==> src/cswc_regs.svh <==
// Register offsets, reset values and timing figures of the sleep and wake control
`ifndef CSWC_REGS_SVH
`define CSWC_REGS_SVH
// ==========================================
// Register offsets (byte addresses)
`define CSWC_A_MODE      8'h00
`define CSWC_A_IDLE      8'h04
`define CSWC_A_INITDUR   8'h08
`define CSWC_A_PINWAKE   8'h0C
`define CSWC_A_WAKETO    8'h10
`define CSWC_A_CMD       8'h14
`define CSWC_A_STATUS    8'h18
// ==========================================
// Reset values and ranges
`define CSWC_RST_MODE    4'h0
`define CSWC_RST_IDLE    16'hFFFF
`define CSWC_IDLE_NEVER  16'hFFFF
`define CSWC_RST_INITDUR 8'h01
`define CSWC_RST_PINWAKE 1'b0
`define CSWC_RST_WAKETO  16'h0064
`define CSWC_MIN_WAKETO  16'h0010
`define CSWC_MAX_MODE    4'h8
`define CSWC_MODE_OFF    4'h0
`define CSWC_MODE_PIN    4'h1
`define CSWC_MODE_CYC0   4'h3
// ==========================================
// Field positions
`define CSWC_CMD_FORCE   0
`define CSWC_ST_AWAKE    0
`define CSWC_ST_PEND     1
`define CSWC_ST_READY    2
`define CSWC_ST_PIN      3
`define CSWC_ST_STATE    8
// ==========================================
// Cyclic wake periods in 100 ms ticks (modes 3 to 8)
`define CSWC_SLP_M3      8'h05
`define CSWC_SLP_M4      8'h0A
`define CSWC_SLP_M5      8'h14
`define CSWC_SLP_M6      8'h28
`define CSWC_SLP_M7      8'h50
`define CSWC_SLP_M8      8'hA0
// ==========================================
// Timing: clock rate and times in their own units
`define CSWC_CLK_KHZ     125000
`define CSWC_TICK_MS     100
`define CSWC_DET_MS      35
`define CSWC_COLD_MS     50
`endif

==> src/cswc_pkg.sv <==
// Types shared by the sleep and wake control
package cswc_pkg;
   // ==========================================
   // Control states, one-hot
   typedef enum logic [5:0] {
      CSWC_COLD   = 6'h01,
      CSWC_AWAKE  = 6'h02,
      CSWC_INITTX = 6'h04,
      CSWC_RXWAIT = 6'h08,
      CSWC_SLEEP  = 6'h10,
      CSWC_LISTEN = 6'h20
   } cswc_state_t;
endpackage

==> src/cswc_top.sv <==
// Sleep and wake control for a radio: registers, timers and the wake sequencer
// Notes on behaviour
// Force command makes the next transmission start with a wake-up initializer.
// Force command acts at once; no save step is needed.
// Idle threshold in 100 ms ticks, 0 to 0xFFFF, counts quiet time.
// Idle threshold all ones: never add an initializer.
// Idle threshold elapsed: next transmission gets an initializer first.
// Host should set idle threshold below the wake-time timeout.
// Cyclic sleep after both timers elapse; wake once per interval to listen.
// Initializer seen while awake: receive only after it has finished.
// No initializer in the listen window: sleep again and keep cycling.
// Initializer length in ticks, 0 to 0xFF, reset 1.
// Sleeping receiver stays awake only after 35 ms of initializer.
// Host should make initializer longer than the sleep interval.
// Pin wake on: sleep input low keeps the device awake.
// After sleep input rises, stay up for the timeout, then sleep if idle.
// Pin wake only counts under a cyclic sleep mode.
// Mode codes: 0 off, 1 pin, 3 to 8 cyclic 0.5 to 16 s.
// Mode resets to 0: always active.
// Wake-time timeout in ticks, 0x10 to 0xFFFF, reset 0x64.
// Wake-time timeout applies only in cyclic or pin sleep modes; the code uses it in cyclic modes only, and pin mode sleeps on the pin alone.
// Synchronise within 35 ms; transmit within 50 ms of cold start.
// Timers use a shared 100 ms tick and restart on traffic.
//
// The placing of the registers and strobed register access were left to the implementer.
`timescale 1ns/1ps
`include "cswc_regs.svh"
module cswc_top
   import cswc_pkg::*;
#(
   parameter int TICK_CYC = `CSWC_TICK_MS * `CSWC_CLK_KHZ,
   parameter int DET_CYC  = `CSWC_DET_MS * `CSWC_CLK_KHZ,
   parameter int COLD_CYC = `CSWC_COLD_MS * `CSWC_CLK_KHZ
) (
   // Clock, reset, enable
   input  wire logic        ref_clk,
   input  wire logic        rstn,
   input  wire logic        ce,
   // Register port
   input  wire logic [7:0]  reg_addr,
   input  wire logic [31:0] reg_wdata,
   input  wire logic        reg_wr,
   input  wire logic        reg_rd,
   output logic [31:0]      reg_rdata_ff,
   // Sleep pin (asynchronous)
   input  wire logic        sleep_pin,
   // Modem side
   input  wire logic        serial_act,
   input  wire logic        rf_act,
   input  wire logic        tx_req,
   input  wire logic        init_detect,
   output logic             awake_ff,
   output logic             rx_en_ff,
   output logic             send_init_ff,
   output logic             tx_go_ff,
   output logic             tx_ready_ff
);
   // ==========================================
   // Configuration registers
   logic [3:0]  sleep_mode_select_ff;
   logic [15:0] idle_before_init_ff;
   logic [7:0]  init_duration_ff;
   logic        pin_wake_enable_ff;
   logic [15:0] wake_time_timeout_ff;

   // Write decode
   logic wr_mode;
   logic wr_idle;
   logic wr_dur;
   logic wr_pin;
   logic wr_wake;
   logic force_init_cmd;
   logic mode_legal;
   logic [15:0] wake_wr_val;

   assign wr_mode  = reg_wr && (reg_addr == `CSWC_A_MODE);
   assign wr_idle  = reg_wr && (reg_addr == `CSWC_A_IDLE);
   assign wr_dur   = reg_wr && (reg_addr == `CSWC_A_INITDUR);
   assign wr_pin   = reg_wr && (reg_addr == `CSWC_A_PINWAKE);
   assign wr_wake  = reg_wr && (reg_addr == `CSWC_A_WAKETO);
   assign force_init_cmd = reg_wr && (reg_addr == `CSWC_A_CMD)
                           && reg_wdata[`CSWC_CMD_FORCE];
   // Illegal mode codes (2, above 8) are ignored
   assign mode_legal = (reg_wdata[31:4] == 28'h0000000)
                       && (reg_wdata[3:0] <= `CSWC_MAX_MODE)
                       && (reg_wdata[3:0] != 4'h2);
   // Timeout below its floor is raised to the floor
   assign wake_wr_val = (reg_wdata[15:0] < `CSWC_MIN_WAKETO) ?
                        `CSWC_MIN_WAKETO : reg_wdata[15:0];

   // Store configuration
   always_ff @(posedge ref_clk) begin
      if (!rstn) begin
         sleep_mode_select_ff <= `CSWC_RST_MODE;
         idle_before_init_ff  <= `CSWC_RST_IDLE;
         init_duration_ff     <= `CSWC_RST_INITDUR;
         pin_wake_enable_ff   <= `CSWC_RST_PINWAKE;
         wake_time_timeout_ff <= `CSWC_RST_WAKETO;
      end else if (ce) begin
         if (wr_mode && mode_legal) begin
            sleep_mode_select_ff <= reg_wdata[3:0];
         end
         if (wr_idle) begin
            idle_before_init_ff <= reg_wdata[15:0];
         end
         if (wr_dur) begin
            init_duration_ff <= reg_wdata[7:0];
         end
         if (wr_pin) begin
            pin_wake_enable_ff <= reg_wdata[0];
         end
         if (wr_wake) begin
            wake_time_timeout_ff <= wake_wr_val;
         end
      end
   end

   // ==========================================
   // Sleep pin synchroniser
   logic pin_s1_ff;
   logic pin_s2_ff;

   // Two stages before any logic looks at the pin
   always_ff @(posedge ref_clk) begin
      if (!rstn) begin
         pin_s1_ff <= 1'b0;
         pin_s2_ff <= 1'b0;
      end else if (ce) begin
         pin_s1_ff <= sleep_pin;
         pin_s2_ff <= pin_s1_ff;
      end
   end

   // ==========================================
   // Shared 100 ms tick
   logic tick;

   cswc_tick #(
      .TICK_CYC (TICK_CYC)
   ) u_tick (
      .ref_clk (ref_clk),
      .rstn    (rstn),
      .ce      (ce),
      .tick_ff (tick)
   );

   // ==========================================
   // Mode decode
   cswc_state_t state_ff;
   cswc_state_t nxt_state;
   logic        is_cyclic;
   logic        is_pinmode;
   logic        pin_hold;
   logic [7:0]  slp_ticks;

   assign is_cyclic  = (sleep_mode_select_ff >= `CSWC_MODE_CYC0)
                       && (sleep_mode_select_ff <= `CSWC_MAX_MODE);
   assign is_pinmode = (sleep_mode_select_ff == `CSWC_MODE_PIN);
   // Low pin keeps a cyclic sleeper awake
   assign pin_hold   = pin_wake_enable_ff && is_cyclic && !pin_s2_ff;

   // Wake period for each cyclic mode
   assign slp_ticks =
      (sleep_mode_select_ff == 4'h3) ? `CSWC_SLP_M3 :
      (sleep_mode_select_ff == 4'h4) ? `CSWC_SLP_M4 :
      (sleep_mode_select_ff == 4'h5) ? `CSWC_SLP_M5 :
      (sleep_mode_select_ff == 4'h6) ? `CSWC_SLP_M6 :
      (sleep_mode_select_ff == 4'h7) ? `CSWC_SLP_M7 :
                                       `CSWC_SLP_M8;

   // ==========================================
   // Inactivity timer
   logic [15:0] idle_ff;
   logic        traffic;
   logic        idle_hit;
   logic        wake_hit;
   logic        init_never;

   assign traffic = serial_act || rf_act || tx_go_ff || pin_hold
                    || (state_ff == CSWC_INITTX)
                    || (state_ff == CSWC_RXWAIT);
   assign init_never = (idle_before_init_ff == `CSWC_IDLE_NEVER);
   assign idle_hit = !init_never && (idle_ff >= idle_before_init_ff);
   assign wake_hit = (idle_ff >= wake_time_timeout_ff);

   // Count quiet ticks, saturating, cleared by traffic
   always_ff @(posedge ref_clk) begin
      if (!rstn) begin
         idle_ff <= 16'h0000;
      end else if (ce) begin
         if (traffic) begin
            idle_ff <= 16'h0000;
         end else if (tick && idle_ff != 16'hFFFF) begin
            idle_ff <= idle_ff + 16'h0001;
         end
      end
   end

   // ==========================================
   // Initializer request flag
   logic init_pend_ff;
   logic pend_set;
   logic pend_clr;

   assign pend_set = force_init_cmd || idle_hit;
   assign pend_clr = tx_go_ff;

   // Setting wins over clearing in the same cycle
   always_ff @(posedge ref_clk) begin
      if (!rstn) begin
         init_pend_ff <= 1'b0;
      end else if (ce) begin
         if (pend_set) begin
            init_pend_ff <= 1'b1;
         end else if (pend_clr) begin
            init_pend_ff <= 1'b0;
         end
      end
   end

   // ==========================================
   // Sequencer counters
   logic [22:0] cyc_ff;
   logic [7:0]  tk_ff;
   logic        cold_done;
   logic        det_done;
   logic        sleep_ok;
   logic        wake_evt;
   logic        use_init;

   assign cold_done = (cyc_ff == 23'(COLD_CYC - 1));
   assign det_done  = init_detect && (cyc_ff == 23'(DET_CYC - 1));
   assign sleep_ok  = !tx_req && !pin_hold
                      && ((is_cyclic && wake_hit
                           && (idle_hit || init_never))
                          || (is_pinmode && pin_s2_ff));
   assign wake_evt  = serial_act || tx_req
                      || (is_pinmode && !pin_s2_ff) || pin_hold;
   assign use_init  = init_pend_ff && (init_duration_ff != 8'h00);

   // ==========================================
   // Next state
   always_comb begin
      nxt_state = state_ff;
      case (state_ff)
         CSWC_COLD: begin
            if (cold_done) begin
               nxt_state = CSWC_AWAKE;
            end
         end
         CSWC_AWAKE: begin
            if (tx_req && !tx_go_ff && use_init) begin
               nxt_state = CSWC_INITTX;
            end else if (init_detect) begin
               nxt_state = CSWC_RXWAIT;
            end else if (sleep_ok) begin
               nxt_state = CSWC_SLEEP;
            end
         end
         CSWC_INITTX: begin
            if (tick && tk_ff == init_duration_ff - 8'h01) begin
               nxt_state = CSWC_AWAKE;
            end
         end
         CSWC_RXWAIT: begin
            if (!init_detect) begin
               nxt_state = CSWC_AWAKE;
            end
         end
         CSWC_SLEEP: begin
            if (wake_evt) begin
               nxt_state = CSWC_AWAKE;
            end else if (is_cyclic && tick && tk_ff == slp_ticks - 8'h01) begin
               nxt_state = CSWC_LISTEN;
            end
         end
         CSWC_LISTEN: begin
            if (wake_evt) begin
               nxt_state = CSWC_AWAKE;
            end else if (det_done) begin
               nxt_state = CSWC_RXWAIT;
            end else if (tick) begin
               nxt_state = CSWC_SLEEP;
            end
         end
         default: begin
            nxt_state = CSWC_COLD;
         end
      endcase
   end

   // ==========================================
   // Counter updates: cycles in cold start and listen, ticks elsewhere
   logic [22:0] nxt_cyc;
   logic [7:0]  nxt_tk;
   logic        st_chg;

   assign st_chg  = (nxt_state != state_ff);
   assign nxt_cyc = (st_chg || (state_ff == CSWC_LISTEN && !init_detect)) ?
                    23'h000000 : cyc_ff + 23'h000001;
   assign nxt_tk  = st_chg ? 8'h00 : (tick ? tk_ff + 8'h01 : tk_ff);

   // State and counters
   always_ff @(posedge ref_clk) begin
      if (!rstn) begin
         state_ff <= CSWC_COLD;
         cyc_ff   <= 23'h000000;
         tk_ff    <= 8'h00;
      end else if (ce) begin
         state_ff <= nxt_state;
         cyc_ff   <= nxt_cyc;
         tk_ff    <= nxt_tk;
      end
   end

   // ==========================================
   // Modem outputs
   logic nxt_go;

   // Start data when asked: straight away, or after the initializer
   assign nxt_go = (state_ff == CSWC_AWAKE && tx_req && !tx_go_ff && !use_init)
                   || (state_ff == CSWC_INITTX && nxt_state == CSWC_AWAKE);

   // Registered control outputs
   always_ff @(posedge ref_clk) begin
      if (!rstn) begin
         awake_ff     <= 1'b1;
         rx_en_ff     <= 1'b0;
         send_init_ff <= 1'b0;
         tx_go_ff     <= 1'b0;
         tx_ready_ff  <= 1'b0;
      end else if (ce) begin
         awake_ff     <= (nxt_state != CSWC_SLEEP);
         rx_en_ff     <= (nxt_state == CSWC_AWAKE);
         send_init_ff <= (nxt_state == CSWC_INITTX);
         tx_go_ff     <= nxt_go;
         if (state_ff == CSWC_COLD && cold_done) begin
            tx_ready_ff <= 1'b1;
         end
      end
   end

   // ==========================================
   // Read back
   logic [31:0] status;
   logic [31:0] rd_mux;

   assign status = {18'h00000, state_ff, 4'h0, pin_s2_ff, tx_ready_ff,
                    init_pend_ff, awake_ff};
   assign rd_mux =
      (reg_addr == `CSWC_A_MODE)    ? {28'h0000000, sleep_mode_select_ff} :
      (reg_addr == `CSWC_A_IDLE)    ? {16'h0000, idle_before_init_ff} :
      (reg_addr == `CSWC_A_INITDUR) ? {24'h000000, init_duration_ff} :
      (reg_addr == `CSWC_A_PINWAKE) ? {31'h00000000, pin_wake_enable_ff} :
      (reg_addr == `CSWC_A_WAKETO)  ? {16'h0000, wake_time_timeout_ff} :
      (reg_addr == `CSWC_A_STATUS)  ? status :
                                      32'h00000000;

   // Read data stand for the cycle after the strobe only
   always_ff @(posedge ref_clk) begin
      if (!rstn) begin
         reg_rdata_ff <= 32'h00000000;
      end else if (ce) begin
         reg_rdata_ff <= reg_rd ? rd_mux : 32'h00000000;
      end
   end
endmodule

==> src/cswc_tick.sv <==
// Free running 100 ms tick generator
`timescale 1ns/1ps
module cswc_tick #(
   parameter int TICK_CYC = 12500000
) (
   // Clock and reset
   input  wire logic ref_clk,
   input  wire logic rstn,
   input  wire logic ce,
   // Tick out
   output logic      tick_ff
);
   // ==========================================
   // Divider
   logic [23:0] cnt_ff;
   logic [23:0] nxt_cnt;
   logic        wrap;

   assign wrap    = (cnt_ff == 24'(TICK_CYC - 1));
   assign nxt_cnt = wrap ? 24'h000000 : cnt_ff + 24'h000001;

   // Count cycles and pulse once per period
   always_ff @(posedge ref_clk) begin
      if (!rstn) begin
         cnt_ff  <= 24'h000000;
         tick_ff <= 1'b0;
      end else if (ce) begin
         cnt_ff  <= nxt_cnt;
         tick_ff <= wrap;
      end
   end
endmodule

==> config.mk <==
export PLATFORM = sky130hd
export DESIGN_NAME = cswc_top
export DESIGN_NICKNAME = d
export VERILOG_FILES = /design/src/cswc_pkg.sv /design/src/cswc_top.sv /design/src/cswc_tick.sv
export VERILOG_INCLUDE_DIRS = /design/src /design/src/src
export SDC_FILE = /design/constraint.sdc
export NUM_CORES = 1
export LEC_CHECK = 0
export BUFFER_PORTS_ARGS = -buffer_cell sky130_fd_sc_hd__buf_2
export CAP_MARGIN = 30
export CORE_MARGIN = 2
export CORE_UTILIZATION = 60
export CTS_CLUSTER_DIAMETER = 50
export DETAILED_ROUTE_END_ITERATION = 12
export PLACE_DENSITY = 0.91
export REMOVE_ABC_BUFFERS = 1
export SLEW_MARGIN = 20
export SYNTH_ARGS = -nofsm -noshare
export SYNTH_HDL_FRONTEND = slang
export SYNTH_HIERARCHICAL = 1
export SYNTH_SLANG_ARGS = --single-unit
==> constraint.sdc <==
create_clock -name ref_clk -period 5 [get_ports ref_clk]
set_clock_uncertainty 0.1 [all_clocks]
set_input_delay 1 -clock ref_clk [delete_from_list [all_inputs] [get_ports ref_clk]]
set_output_delay 1 -clock ref_clk [all_outputs]
set_load 0.01 [all_outputs]
### Word level (Yosys, flattened, before mapping)

Index checks and enable logic that the tools add are counted.
W data, S select, Z words.

| operators by class | value |
|---|---|
| $add $sub $neg | 6 |
| magnitude comparators | 6 |
| eq/ne operators | 30 |
| muxes and demuxes | 33 |
| reduce and logical (&&, ||, !) cells | 69 |

Operators with widths:

| cell | count |
|---|---|
| $mux W16 | 9 |
| $mux W6 | 11 |
| $mux W8 | 7 |
| $eq A23 B23 Y1 const B | 2 |
| $pmux W6 S6 | 1 |
| $logic_and A1 B1 Y1 | 34 |
| $ge A16 B16 Y1 | 2 |
| $logic_not A28 Y1 | 1 |
| $add A24 B1 Y24 const B | 1 |
| $eq A24 B24 Y1 const B | 1 |
| $eq A8 B5 Y1 const B | 3 |
| $mux W24 | 1 |
| $add A23 B1 Y23 const B | 1 |
| $mux W23 | 1 |
| $reduce_and A2 Y1 | 9 |
| $add A16 B1 Y16 const B | 1 |
| $eq A16 B16 Y1 const B | 1 |
| $eq A4 B3 Y1 const B | 4 |
| $eq A8 B4 Y1 const B | 2 |
| $eq A8 B8 Y1 | 2 |
| $lt A16 B5 Y1 const B | 1 |
| $ne A16 B16 Y1 const B | 1 |
| $sub A8 B1 Y8 const B | 2 |
| $mux W14 | 1 |
| 21 further kinds | 45 |

| storage, ports and cells | value |
|---|---|
| flip-flop bits (word level) | 163 |
| bits of input ports | 50 |
| output and inout bits | 37 |
| logic and storage cells | 164 |

### Logic depth before layout (Yosys ltp)

| depth | value |
|---|---|
| depth in word-level cells | 15 |
| depth in mapped cells | 12 |
| gate-level depth less buffers | 11 |

### Hierarchy

Netlist, hierarchy kept.

Modules (own cells, without submodules):

| module | times used | cells an instance | area an instance (um^2) | seq. area each (um^2) |
|---|---|---|---|---|
| cswc_top | 1 | 941 | 7300.8 | 2442.3 |
| cswc_tick | 1 | 136 | 1181.1 | 500.5 |

### Least setup slack after synthesis

OpenSTA, ideal clock, no wires.

| timing | value |
|---|---|
| path kind | input port to flip-flop |
| start point | in reg_addr[7] |
| end point | reg idle_before_init_ff[10] |
| setup time | 0.141 ns |
| arrival | 3.096 ns |
| data required time | 4.759 ns |
| slack | 1.663 ns |
| cell stages on the path | 7 |
| buffers on the path | 2 |
| cell sequence | or4_1 -> or3_1 -> clkbuf_1 -> or3b_2 -> nor2_1 -> clkbuf_1 -> o211ai_1 |

| between the ends | value |
|---|---|
| cells in the longest elaborated chain, start to end | 3 |

RTL lines:

| element | RTL line | text |
|---|---|---|
| start: declaration | cswc_top.sv:40 | `input wire logic [7:0] reg_addr,` |
| $eq A8 B3 Y1 (no line) | -- |  |
| $logic_and A1 B1 Y1 | cswc_top.sv:77 | `` assign wr_idle = reg_wr && (reg_addr == `CSWC_A_IDLE); `` |
| $reduce_and A2 Y1 (no line) | -- |  |
| end signal: assignment | cswc_top.sv:95 | `` idle_before_init_ff <= `CSWC_RST_IDLE; `` |
| end signal: assignment | cswc_top.sv:104 | `idle_before_init_ff <= reg_wdata[15:0];` |
| end: declaration | cswc_top.sv:61 | `logic [15:0] idle_before_init_ff;` |

Every way passes these cells.
A chain may end at the register's enable or synchronous reset.

### Final worst setup path

| timing | value |
|---|---|
| start point | reg sleep_mode_select_ff[2] |
| end point | reg cyc_ff[15] |

| between the ends | value |
|---|---|
| cells in the longest elaborated chain, start to end | 15 |
| elaborated cells between the ends (all ways) | 40 |
| those cells by class | add/sub: 1; order compare: 2; eq/ne: 8; mux: 13; reduce/logical: 16 |

RTL lines:

| element | RTL line | text |
|---|---|---|
| start: declaration | cswc_top.sv:60 | `logic [3:0] sleep_mode_select_ff;` |
| start signal: assignment | cswc_top.sv:94 | `` sleep_mode_select_ff <= `CSWC_RST_MODE; `` |
| start signal: assignment | cswc_top.sv:101 | `sleep_mode_select_ff <= reg_wdata[3:0];` |
| $eq A4 B3 Y1 | cswc_top.sv:168 | `` (sleep_mode_select_ff == 4'h7) ? `CSWC_SLP_M7 : `` |
| $mux W8 (no line) (5 in series) | -- |  |
| $sub A8 B1 Y8 | cswc_top.sv:273 | `end else if (is_cyclic && tick && tk_ff == slp_ticks - 8'h01) begin` |
| $eq A8 B8 Y1 | cswc_top.sv:273 |  |
| $logic_and A1 B1 Y1 | cswc_top.sv:273 |  |
| $mux W6 | cswc_top.sv:273 |  |
| $mux W6 | cswc_top.sv:271 | `if (wake_evt) begin` |
| $pmux W6 S6 * | cswc_top.sv:245 | `case (state_ff)` |
| $ne A6 B6 Y1 * | cswc_top.sv:298 | `assign st_chg = (nxt_state != state_ff);` |
| $logic_or A1 B1 Y1 * | cswc_top.sv:299 | `assign nxt_cyc = (st_chg \|\| (state_ff == CSWC_LISTEN && !init_detect)) ?` |
| $mux W23 * | cswc_top.sv:299 |  |
| end signal: assignment | cswc_top.sv:311 | `cyc_ff <= nxt_cyc;` |
| end: declaration | cswc_top.sv:223 | `logic [22:0] cyc_ff;` |

Mark *: on every way between the ends. The rest lies on a longest branch, timed or not.

==> flow_summary.yaml <==
setup_path:
  path_buf_inv: 0
  path_class: "register to register"
  cp.required_ns: 5.18
  critPathArrivalTime_ns: 3.70
  cp_cell_sequence: "nand2b_1, a32oi_1, o31a_1, or4_4, o31ai_1, and3_1, a2111oi_4, o21ai_2, nor2_1"
  crit_path_start_kind: "register"
  endpoint_kind: "register"
  crit_slowest_cell: "o21ai_2"
  crit_family: "compound AO/OA/AOI/OAI gates"
  worstPathMaxFanout: 21
  cpPeakStageDelay_ns: 0.70
hold_path:
  worst_hold_path_type: "register to register"
logic_synthesis:
  synthCells: 1077
  synth-simple-area-share_pct: 28.4
  yosysTopAreaCellShare_pct: 34.7
  synth_mux_area_share_pct: 1.30
  synth.area.top_cells: "dfxtp_1 (35%), ha_1 (5.5%), a21oi_1 (5.4%), nand2_1 (5.3%), nor2_1 (4.9%)"
  ys_seq_elements: 147
  synthAdderAreaFrac_pct: 5.46
  synthXorXnorAreaFrac_pct: 5.97
  syn_area_mm2: 0.00848
  synth_area_leader_cell: "dfxtp_1"
  yosysMostFrequentCell: "dfxtp_1"
  synth_top_family_by_area: "simple AND/OR/NAND/NOR gates"
  ys.flop_type: "dfxtp_1"
  synth.cells.most_frequent: "dfxtp_1 (147), nand2_1 (119), nor2_1 (110)"
  synth_edf_count: 0
  synth_compound_area_share_pct: 17.3
  synth.distinct_cells: 75
  yosys_warnings: 6
  ys_seq_area_share_pct: 34.7
  synth.avg_cell_area_um2: 7.88
  async_reset_ff_share_pct: 0
run_status:
  status: "finished clean"
power:
  powerDensity_mw_per_mm2: 273
  peakVddDrop_mv: 0.250
  power_w: 0.00257
  p_leak_nw: 3.55
sta:
  final-hold-violation-count: 0
  max_freq_mhz: 284
  tightest_slew_ns: 0.874
  period_needed_ns: 3.52
  drv_slew: 0
  worst_slack_ns: 1.48
  finalSetupTns_ns: 0
  rsz0062_at_grt: "false"
  fin_crit_sh_pct: 70.3
  holdWs_ns: 0.367
  slew_headroom_pct: 41.7
  setup_violations: 0
floorplanning:
  design.portCount: 87
  start_util_pct: 61.3
  fp.dieH_um: 123
  core-area_mm2: 0.0138
  num_rows: 43
  die_area_mm2: 0.0151
  fp.dieW_um: 123
grt:
  grt_pass1_vias: 7538
  grt_overflow: 0
  grt_max_degree: 52
  antenna_found_initial: 0
  grt_usage_pct: 30.2
  grt_first_pass_wirelength_um: 36100
detailed_routing:
  vias: 8166
  drtIter0Drc: 927
  wl_um: 22200
  wl_per_cell_um: 17.0
  route.detailed.drc: 0
  ant_nets: 0
  first_pass_iters: 8
  avgViaCountPerCell: 6.22
cells_and_area:
  register_area_mm2: 0.00294
  multiInputGateArea_mm2: 0.00503
  n_antenna_cell: 0
  layout-drive-gt1-share_pct: 11.3
  nFillCells: 1073
  area_growth_pct: 11.0
  nets: 1207
place:
  gp_congestion: 0.959
  portBuffers: 70
  dp_slack_ns: 1.41
  dp_hpwl_um: 15300
clocking:
  clkLatencyLatePin_ns: 0.43
  clk_pin_slew_ns: 0.06
  cts_sinks: 147
  cts_tree: "yes"
  cts.path.max_buffers: 2
  holdBufCountCts: 0
  post_cts_buffers: 0
  clock-root-buffer: "clkbuf_16"
  cts_resized: 0
  numCtsBuffers: 17
  cts-htree-levels: 4
job:
  maxCapViolCount: 0
## where the power goes
group / internal, W / total [W] / switching [W]
clock network: 0.000744 / 0.00125 / 0.000504
registers: 0.00118 / 0.00119 / 0.0000113
logic: 0.0000434 / 0.000138 / 0.0000944
## flip-flops by register name, indices dropped and copies added, names as in the netlist, 4 cells and up
| register | count |
|---|---|
| cyc_ff | 23 |
| idle_before_init_ff | 16 |
| idle_ff | 16 |
| init_duration_ff | 8 |
| reg_rdata_ff | 16 |
| sleep_mode_select_ff | 4 |
| state_ff | 6 |
| tk_ff | 8 |
| u_tick/cnt_ff | 24 |
| wake_time_timeout_ff | 16 |
## area by class of cell
cell class / instances / share of cell area (%)
multi-input cells: 816 / 53.4
flip-flops and latches: 147 / 31.2
clock buffers: 19 / 4.70
repair buffers: 81 / 4.60
well taps: 180 / 2.39
inverters: 57 / 2.27
clock inverters: 12 / 1.39
## per-layer routing
metal	up-vias	wire length [µm]	part of all wire, %	GRT usage, %
met5	-	0	0	0
met1	3743	9010	41	37.5
li1	3918	-	-	-
met3	85	1880	8.4	7.75
met4	0	842	3.8	14.2
met2	420	10500	47	48.9
## worst paths after layout
| kind | cells after the start | to | slack, ns | start |
|---|---|---|---|---|
| setup / recovery | 9 | cyc_ff[15]$_SDFFE_PN0P_ | 1.48 | sleep_mode_select_ff[2]$_SDFFE_PN0P_ |
| hold / removal | 2 | reg_rdata_ff[0]$_SDFFE_PN0P_ | 0.37 | reg_rdata_ff[0]$_SDFFE_PN0P_ |
| setup reg to reg | 9 | cyc_ff[15]$_SDFFE_PN0P_ | 1.48 | sleep_mode_select_ff[2]$_SDFFE_PN0P_ |
| hold reg to reg | 2 | reg_rdata_ff[0]$_SDFFE_PN0P_ | 0.37 | reg_rdata_ff[0]$_SDFFE_PN0P_ |
## through the flow
step / cell area [µm²] / std cells / util, %
after CTS: 9410 / 1311 / 68.1
after floorplan: 8170 / 1020 / -
after global routing: 9420 / 1312 / 68.1
after global placement: 8830 / 1279 / 63.8
after detailed placement: 8840 / 1280 / 63.9
final: 9420 / 1312 / 68.1
## cell families (layout without fill, tap and decap cells)
family,count (synthesis),after routing
muxes,11,11
adders and majority gates,37,37
other,1,16
buffers and inverters,129,169
xor gates and xnor gates,57,57
DFF,147,147
AOI/OAI and AO/OA,232,232
and+or+nand+nor,463,463
## worst min-delay path: stages, from the launching register on
cell and delay [ns]:
dfxtp_1 0.31, nand2_1 0.06, a21oi_1 0.05
## cell usage in the layout (no fill, tap or decap), types with 27 or more instances in the layout
cell,netlist,layout
xnor2_1,29,29
nand2_1,119,119
inv_1,56,56
nor2_1,110,109
a21oi_1,92,92
o211ai_1,28,28
nand4_1,32,32
xor2_1,27,27
buf_2,13,70
nand3_1,43,43
dfxtp_1,147,147
o21ai_0,30,30
ha_1,37,37
Power figures use the tool's default switching activity.
